<file path="src/rtl/cpd_params.svh">
`ifndef CPD_PARAMS_SVH
`define CPD_PARAMS_SVH
// =====================================================
// Timing
`define CPD_CLK_PERIOD_NS 10
`define CPD_PU_MAX_NS 3000000
`define CPD_PU_MARGIN 1000
`define CPD_QUAL_EDGES 8'h02
// =====================================================
// Half periods in sys_clk cycles, reset values
`define CPD_CPU_HALF 8'h02
`define CPD_REF_HALF 8'h07
`define CPD_PCI_HALF 8'h06
`define CPD_AGP_HALF 8'h03
`define CPD_USB_HALF 8'h04
`define CPD_REF_LAG 8'h01
`define CPD_NO_LAG 8'h00
`define CPD_OUT_RST 1'b0
`endif

</file>
<file path="src/rtl/cpd_pkg.sv">
package cpd_pkg;
  typedef enum logic [1:0] {ST_RUN, ST_STOP, ST_OFF, ST_LOCK} cpd_state_e;
  typedef logic [7:0] cpd_cnt_t;
  typedef logic [18:0] cpd_pu_t;
endpackage : cpd_pkg

</file>
<file path="src/rtl/cpd_out_if.sv">
`timescale 1ns/10ps
interface cpd_out_if;
  logic run;
  logic clk_out;
  logic stopped;
  modport gate (input run, output clk_out, output stopped);
  modport ctrl (output run, input clk_out, input stopped);
endinterface : cpd_out_if

</file>
<file path="src/rtl/cpd_power_down_ctrl.sv">
// Overview of operation
// - Power-down request is an asynchronous active-low input.
// - Request is synchronised into the local clock before use.
// - Qualified after sampled low on two consecutive complement CPU rises.
// - PCI, AGP and USB clocks stop at next falling edge, ref clock at the one after; all stay low.
// - CPU pairs park true high at double current, complement undriven.
// - Stopping is synchronous to each clock, no runts or glitches.
// - Reference clocks may take more than one cycle to stop.
// - VCO and PLLs are disabled while powered down.
// - Release starts power-up without waiting for any output edge.
// - All clocks run again under three milliseconds after release.
`timescale 1ns/10ps
`include "cpd_params.svh"
module cpd_power_down_ctrl #(
  parameter int unsigned PU_LIMIT =
    `CPD_PU_MAX_NS / `CPD_CLK_PERIOD_NS - `CPD_PU_MARGIN
) (
  input wire logic sys_clk,
  input wire logic rstn,
  input wire logic power_down_request_n,
  input wire logic pll_locked,
  output logic [2:0] cpu_clock_true,
  output logic [2:0] cpu_clock_complement,
  output logic [2:0] cpu_comp_oe,
  output logic [2:0] cpu_true_park_2x,
  output logic ref_clk,
  output logic pci_clk,
  output logic agp_clk,
  output logic usb_clk,
  output logic vco_enable,
  output logic pll_enable,
  output logic clocks_running
);
  localparam cpd_pkg::cpd_pu_t PU_MAX = cpd_pkg::cpd_pu_t'(PU_LIMIT);
  localparam cpd_pkg::cpd_cnt_t HALF_TAB [4] = '{
    `CPD_REF_HALF, `CPD_PCI_HALF, `CPD_AGP_HALF, `CPD_USB_HALF};
  localparam cpd_pkg::cpd_cnt_t LAG_TAB [4] = '{
    `CPD_REF_LAG, `CPD_NO_LAG, `CPD_NO_LAG, `CPD_NO_LAG};

  // =====================================================
  // Input synchronisers
  logic req_s1_reg;
  logic req_s2_reg;
  logic lock_s1_reg;
  logic lock_s2_reg;

  always_ff @(posedge sys_clk or negedge rstn) begin
    if (!rstn) begin
      req_s1_reg <= 1'b1;
      req_s2_reg <= 1'b1;
      lock_s1_reg <= 1'b0;
      lock_s2_reg <= 1'b0;
    end else begin
      req_s1_reg <= power_down_request_n;
      req_s2_reg <= req_s1_reg;
      lock_s1_reg <= pll_locked;
      lock_s2_reg <= lock_s1_reg;
    end
  end

  // =====================================================
  // CPU pair generator and parking
  cpd_pkg::cpd_cnt_t cpu_cnt_reg;
  logic true_reg;
  logic comp_reg;
  logic park_reg;
  logic run_reg;
  wire cpu_tick = (cpu_cnt_reg == 8'h00);
  wire comp_rise = cpu_tick && true_reg && !park_reg;
  wire park_now = cpu_tick && !true_reg && !park_reg && !run_reg;
  wire unpark_now = cpu_tick && park_reg && run_reg;

  always_ff @(posedge sys_clk or negedge rstn) begin
    if (!rstn) begin
      cpu_cnt_reg <= 8'h00;
    end else begin
      cpu_cnt_reg <= cpu_tick ? `CPD_CPU_HALF - 8'h01 : cpu_cnt_reg - 8'h01;
    end
  end

  // Parks on a rising true edge, so the last high phase is not cut
  always_ff @(posedge sys_clk or negedge rstn) begin
    if (!rstn) begin
      true_reg <= 1'b0;
      comp_reg <= 1'b1;
      park_reg <= 1'b0;
    end else if (park_now) begin
      true_reg <= 1'b1;
      comp_reg <= 1'b0;
      park_reg <= 1'b1;
    end else if (unpark_now) begin
      true_reg <= 1'b0;
      comp_reg <= 1'b1;
      park_reg <= 1'b0;
    end else if (cpu_tick && !park_reg) begin
      true_reg <= !true_reg;
      comp_reg <= true_reg;
    end
  end

  assign cpu_clock_true = {3{true_reg}};
  assign cpu_clock_complement = {3{comp_reg}};
  assign cpu_comp_oe = {3{!park_reg}};
  assign cpu_true_park_2x = {3{park_reg}};

  // =====================================================
  // Qualification on complement rising edges
  cpd_pkg::cpd_cnt_t qual_cnt_reg;
  wire qual_hit = comp_rise && !req_s2_reg &&
    (qual_cnt_reg == `CPD_QUAL_EDGES - 8'h01);

  always_ff @(posedge sys_clk or negedge rstn) begin
    if (!rstn) begin
      qual_cnt_reg <= 8'h00;
    end else if (req_s2_reg || !run_reg) begin
      qual_cnt_reg <= 8'h00;
    end else if (comp_rise && !qual_hit) begin
      qual_cnt_reg <= qual_cnt_reg + 8'h01;
    end
  end

  // =====================================================
  // Non-CPU clock gates
  cpd_out_if gate_if [4] ();
  logic [3:0] stopped_w;
  logic [3:0] clk_w;

  generate
    for (genvar i = 0; i < 4; i++) begin : g_gate
      assign gate_if[i].run = run_reg;
      assign stopped_w[i] = gate_if[i].stopped;
      assign clk_w[i] = gate_if[i].clk_out;
      cpd_clock_gate #(
        .HALF(HALF_TAB[i]),
        .LAG(LAG_TAB[i])
      ) u_gate (
        .sys_clk(sys_clk),
        .rstn(rstn),
        .port_if(gate_if[i])
      );
    end
  endgenerate

  assign ref_clk = clk_w[0];
  assign pci_clk = clk_w[1];
  assign agp_clk = clk_w[2];
  assign usb_clk = clk_w[3];

  // =====================================================
  // Power sequencing
  cpd_pkg::cpd_state_e state_reg;
  cpd_pkg::cpd_state_e state_next;
  cpd_pkg::cpd_pu_t pu_cnt_reg;
  logic vco_reg;
  logic running_reg;
  wire all_down = (&stopped_w) && park_reg;
  wire pu_done = lock_s2_reg || (pu_cnt_reg >= PU_MAX);

  always_comb begin
    state_next = state_reg;
    unique case (state_reg)
      cpd_pkg::ST_RUN: if (qual_hit) state_next = cpd_pkg::ST_STOP;
      cpd_pkg::ST_STOP: begin
        if (req_s2_reg) begin
          state_next = cpd_pkg::ST_LOCK;
        end else if (all_down) begin
          state_next = cpd_pkg::ST_OFF;
        end
      end
      cpd_pkg::ST_OFF: if (req_s2_reg) state_next = cpd_pkg::ST_LOCK;
      cpd_pkg::ST_LOCK: if (pu_done) state_next = cpd_pkg::ST_RUN;
    endcase
  end

  always_ff @(posedge sys_clk or negedge rstn) begin
    if (!rstn) begin
      state_reg <= cpd_pkg::ST_RUN;
      run_reg <= 1'b1;
      vco_reg <= 1'b1;
      running_reg <= 1'b1;
    end else begin
      state_reg <= state_next;
      run_reg <= (state_next == cpd_pkg::ST_RUN);
      vco_reg <= (state_next != cpd_pkg::ST_OFF);
      running_reg <= (state_next == cpd_pkg::ST_RUN);
    end
  end

  always_ff @(posedge sys_clk or negedge rstn) begin
    if (!rstn) begin
      pu_cnt_reg <= '0;
    end else if (state_reg != cpd_pkg::ST_LOCK) begin
      pu_cnt_reg <= '0;
    end else if (!pu_done) begin
      pu_cnt_reg <= pu_cnt_reg + 19'h0_0001;
    end
  end

  assign vco_enable = vco_reg;
  assign pll_enable = vco_reg;
  assign clocks_running = running_reg;

  // =====================================================
  // Checks
  a_qual_two_rises: assert property (@(posedge sys_clk) disable iff (!rstn)
    (state_reg == cpd_pkg::ST_RUN && state_next == cpd_pkg::ST_STOP) |->
    (comp_rise && !req_s2_reg && !$past(req_s2_reg) &&
    qual_cnt_reg == 8'h01)) else $error("unqualified stop");
  a_sync_path: assert property (@(posedge sys_clk) disable iff (!rstn)
    $rose(qual_cnt_reg == 8'h01) |-> !$past(req_s1_reg, 2))
    else $error("request used unsynchronised");
  a_park_pins: assert property (@(posedge sys_clk) disable iff (!rstn)
    park_reg |-> (&cpu_clock_true && !(|cpu_comp_oe) &&
    &cpu_true_park_2x)) else $error("bad cpu park");
  a_pll_off: assert property (@(posedge sys_clk) disable iff (!rstn)
    state_reg == cpd_pkg::ST_OFF |-> (!vco_enable && !pll_enable &&
    &stopped_w)) else $error("pll on while down");
  a_release_fast: assert property (@(posedge sys_clk) disable iff (!rstn)
    (state_reg == cpd_pkg::ST_OFF && req_s2_reg) |=>
    (state_reg == cpd_pkg::ST_LOCK && vco_enable))
    else $error("release delayed");
  a_pu_bound: assert property (@(posedge sys_clk) disable iff (!rstn)
    state_reg == cpd_pkg::ST_LOCK |-> pu_cnt_reg <= PU_MAX)
    else $error("power-up too slow");
  a_lock_first: assert property (@(posedge sys_clk) disable iff (!rstn)
    $rose(run_reg) |-> $past(lock_s2_reg) || $past(pu_cnt_reg) >= PU_MAX)
    else $error("run before lock");
  a_cpu_clean: assert property (@(posedge sys_clk) disable iff (!rstn)
    $changed(true_reg) |-> $past(cpu_tick)) else $error("cpu glitch");
  c_power_down: cover property (@(posedge sys_clk) disable iff (!rstn)
    state_reg == cpd_pkg::ST_OFF);
  c_power_up: cover property (@(posedge sys_clk) disable iff (!rstn)
    state_reg == cpd_pkg::ST_LOCK ##1 state_reg == cpd_pkg::ST_RUN);
  c_abort_stop: cover property (@(posedge sys_clk) disable iff (!rstn)
    state_reg == cpd_pkg::ST_STOP ##1 state_reg == cpd_pkg::ST_LOCK);
endmodule : cpd_power_down_ctrl

</file>
<file path="src/rtl/cpd_clock_gate.sv">
`timescale 1ns/10ps
`include "cpd_params.svh"
module cpd_clock_gate #(
  parameter cpd_pkg::cpd_cnt_t HALF = `CPD_PCI_HALF,
  parameter cpd_pkg::cpd_cnt_t LAG = `CPD_NO_LAG
) (
  input wire logic sys_clk,
  input wire logic rstn,
  cpd_out_if.gate port_if
);
  cpd_pkg::cpd_cnt_t cnt_reg;
  cpd_pkg::cpd_cnt_t lag_reg;
  logic out_reg;
  logic stopped_reg;
  wire tick = (cnt_reg == 8'h00);
  wire hold = !port_if.run && (lag_reg == 8'h00);

  assign port_if.clk_out = out_reg;
  assign port_if.stopped = stopped_reg;

  always_ff @(posedge sys_clk or negedge rstn) begin
    if (!rstn) begin
      cnt_reg <= 8'h00;
    end else begin
      cnt_reg <= tick ? HALF - 8'h01 : cnt_reg - 8'h01;
    end
  end

  // =====================================================
  // Edges only on divider ticks, so no phase is cut short
  always_ff @(posedge sys_clk or negedge rstn) begin
    if (!rstn) begin
      out_reg <= `CPD_OUT_RST;
      stopped_reg <= 1'b0;
      lag_reg <= LAG;
    end else if (port_if.run && !out_reg) begin
      lag_reg <= LAG;
      if (tick) begin
        stopped_reg <= 1'b0;
        out_reg <= 1'b1;
      end
    end else if (tick) begin
      if (out_reg) begin
        out_reg <= 1'b0;
        if (hold) begin
          stopped_reg <= 1'b1;
        end else if (!port_if.run) begin
          lag_reg <= lag_reg - 8'h01;
        end
      end else if (!stopped_reg) begin
        out_reg <= 1'b1;
      end
    end
  end

  a_low_when_stop: assert property (@(posedge sys_clk) disable iff (!rstn)
    stopped_reg |-> !out_reg) else $error("stopped clock not low");
  a_stop_on_fall: assert property (@(posedge sys_clk) disable iff (!rstn)
    $rose(stopped_reg) |-> $fell(out_reg)) else $error("stop not at fall");
  a_edge_on_tick: assert property (@(posedge sys_clk) disable iff (!rstn)
    $changed(out_reg) |-> $past(tick)) else $error("runt edge");
  a_restart_high: assert property (@(posedge sys_clk) disable iff (!rstn)
    $fell(stopped_reg) |-> $rose(out_reg)) else $error("bad restart");
  c_gate_stop: cover property (@(posedge sys_clk) disable iff (!rstn)
    $rose(stopped_reg));
endmodule : cpd_clock_gate

</file>
<file path="config.mk">
export PLATFORM = sky130hd
export DESIGN_NAME = cpd_power_down_ctrl
export DESIGN_NICKNAME = d
export VERILOG_FILES = /design/src/rtl/cpd_pkg.sv /design/src/rtl/cpd_out_if.sv /design/src/rtl/cpd_power_down_ctrl.sv /design/src/rtl/cpd_clock_gate.sv
export VERILOG_INCLUDE_DIRS = /design/src /design/src/rtl
export SDC_FILE = /design/constraint.sdc
export NUM_CORES = 1
export LEC_CHECK = 0
export BUFFER_PORTS_ARGS = -buffer_cell sky130_fd_sc_hd__buf_2
export CAP_MARGIN = 20
export CORE_MARGIN = 4
export CORE_UTILIZATION = 41
export CTS_BUF_LIST = sky130_fd_sc_hd__clkbuf_4 sky130_fd_sc_hd__clkbuf_8 sky130_fd_sc_hd__clkbuf_16
export CTS_CLUSTER_SIZE = 10
export DETAILED_ROUTE_END_ITERATION = 8
export PLACE_DENSITY = 0.58
export SLEW_MARGIN = 0
export SYNTH_ARGS = -nofsm -noshare
export SYNTH_HDL_FRONTEND = slang
export SYNTH_SLANG_ARGS = --single-unit
</file>
<file path="constraint.sdc">
create_clock -name sys_clk -period 3.5 [get_ports sys_clk]
set_input_delay 0.175 -clock sys_clk [delete_from_list [all_inputs] [get_ports sys_clk]]
set_output_delay 0.175 -clock sys_clk [all_outputs]
set_load 0.005 [all_outputs]
</file>
==> reports/qor.txt <==
Outcome - complete, no violations
Largest net degree at the start of global routing - 73
Pre-CTS WS - 852 ps
Remaining global-route overflow - 0
Slowest stage delay, CP - 770 ps
Max Slew Vio Count - 0
Commonest cells after routing, fill and taps aside - dfrtp_1 (112), nor2_1 (63), inv_1 (49)
Area of the multi-input gates - 2890 µm²
Final Power - 4.94 mW
Hold-fix buffers, CTS - 3
Final setup margin - 893 ps
Synthesized flop and latch total - 118
Fraction of registers with async set/reset - 1.00
Die width - 131 µm
Initial core utilization - 0.423
Final ANT Viol Nets - 0
CP endpoint kind - flop
Seq/Total Area, Yosys - 0.478
Startpoint types - flop
Sink Count - 118
Worst IR Drop VDD - 0.358 mV
Data arrival, critical path - 2890 ps
Share of post-route cells with drive strength above 1 - 0.141
# setup viols final - 0
Initial antenna violation count - 0
Final net count - 688
Unique masters post-synth - 71
Die ar. - 17100 µm²
Cell family with most CP delay - flip-flops
CTS clk-pin slew, worst paths - 50 ps
Row Count - 44
Register area - 2960 µm²
Ys flop type - dfrtp_1
Worst skew pair latency - 410 ps
Final Wtd Congestion - 0.789
Detailed Routing Iterations Pass 1 - 6
Average size of a mapped cell - 9.57 µm²
Post-CTS Setup Bufs - 0
CP Max Fanout - 18
Unrepaired setup endpoints after global routing - false
Synthesized Nets - 669
CTS Buffer Depth - 2
H-tree depth - 4
Die Ht - 131 µm
Period utilisation layout - 0.745
Setup Skew - 7.53 ps
Tightest Pin Transition - 933 ps
Via count - 4713
HP Class - flop to flop
Fillers - 1355
Layout area overhead - 13.3%
Max Freq - 384 MHz
PostCTS Resize Cnt - 0
DRC viols - 0
Setup total negative slack - 0 ps
TritonCTS Buffers - 17
Vias in the first global route - 4614
CP cell instances - ha_1, or4b_2, o31a_1, o311ai_1, o41ai_1
PD cells - 705 nW/µm²
Crit Path Class - flop to flop
CTS tree - built
IO Port Bufs - 22
First-pass GRT wire length - 21.1 mm
Root Buffer - clkbuf_16
Detailed placement HPWL - 8.28 mm
Count of final hold-check violations - 0
Most common cell after layout, fill and taps aside - dfrtp_1
Slowest-stage cell, CP - dfstp_2
Critical Path RT - 3780 ps
Post-Synthesis Cell Area - 6190 µm²
Final WL - 12.2 mm
I/O pin count - 23
Synth Instances - 647
Worst path bufs/invs - 0
Leakage - 3.12 nW
Min Tclk post-route - 2610 ps
Total track usage - 0.153
DR vias/cell - 5.46
Slew margin rel. - 0.378
N_diodes - 0
Synth warn - 0
Initial DRC count - 287
Core area - 14600 µm²
Post-synth EDFFs - 0
DR WL/cell - 14.1 µm
Max Cap Violations - 0
worst paths after layout:
check                               start                           to  slack, ps  cells after the start
setup / recovery           clocks_running  g_gate[1].u_gate.lag_reg[7]        890                      5
hold / removal                 req_s1_reg                   req_s2_reg        350                      0
setup reg to reg           clocks_running  g_gate[1].u_gate.lag_reg[7]        890                      5
hold reg to reg                req_s1_reg                   req_s2_reg        350                      0
max in group asynchronous            rstn  g_gate[0].u_gate.lag_reg[0]       2150                      3
min in group asynchronous            rstn  g_gate[0].u_gate.cnt_reg[3]        440                      2
report_power, final:
group	internal, mW	switching (mW)	leakage [nW]
clock	1.10	0.580	0.293
combinational	0.556	0.810	1.32
sequential	1.62	0.274	1.51
Yosys cell counts (3+ instances only):
master | instances | area (µm²)
a211o_1 | 3 | 26.3
nor2_1 | 63 | 236
nand3b_1 | 4 | 30.0
nor3_1 | 32 | 160
xnor2_1 | 7 | 61.3
o31ai_1 | 19 | 143
nor4_1 | 13 | 81.3
or3b_2 | 4 | 35.0
o21ai_0 | 47 | 235
nand3_1 | 26 | 130
o211ai_1 | 4 | 30.0
a31oi_1 | 6 | 37.5
or3_1 | 9 | 56.3
mux2i_1 | 3 | 30.0
dfrtp_1 | 112 | 2800
inv_1 | 49 | 184
xor2_1 | 19 | 166
ha_1 | 18 | 225
nand4_1 | 9 | 56.3
o41ai_1 | 3 | 26.3
nand2_1 | 33 | 124
mux2_2 | 6 | 67.6
or4_1 | 11 | 82.6
nor3b_1 | 3 | 22.5
a21o_1 | 4 | 30.0
clkbuf_1 | 14 | 52.6
buf_4 | 12 | 90.1
and3_1 | 15 | 93.8
nand2b_1 | 10 | 62.6
a21oi_1 | 29 | 145
nor2b_1 | 3 | 18.8
dfstp_2 | 6 | 158
or2_2 | 4 | 25.0
metal layers:
| layer | GRT usage | wire [µm] |
|---|---|---|
| met1 | 0.199 | 5810 |
| met5 | 0 | 0 |
| met3 | 0.0415 | 298 |
| met2 | 0.238 | 5830 |
| met4 | 0.0708 | 210 |
layout make-up:
type | count | share of cell area
Timing Repair Buffer | 29 | 0.0246
Multi-Input combinational cell | 451 | 0.411
Tap cell | 184 | 0.0328
Clock inverter | 4 | 0.00678
Inverter | 49 | 0.0262
Sequential cell | 118 | 0.422
Clock buffer | 28 | 0.0760
stage by stage:
| stage | utilization | instances | cell area (µm²) | hold WS (ps) |
|---|---|---|---|---|
| after floorplan | - | 647 | 6190 | -121 |
| after global placement | 0.437 | 828 | 6400 | 280 |
| after detailed placement | 0.437 | 828 | 6400 | 283 |
| after CTS | 0.479 | 863 | 7010 | 351 |
| after global routing | 0.479 | 863 | 7010 | 353 |
| final | 0.479 | 863 | 7010 | 355 |
cell families after synthesis:
kind of cell	share of synthesized area
flip-flops	0.478
XOR/XNOR	0.0368
adder cells (fa/ha/maj)	0.0364
multiplexers	0.0158
AO/OA/AOI/OAI	0.143
buffers and inverters	0.0560
AND/OR/NAND/NOR	0.234
Note: power is estimated with default switching activity, not from simulation.
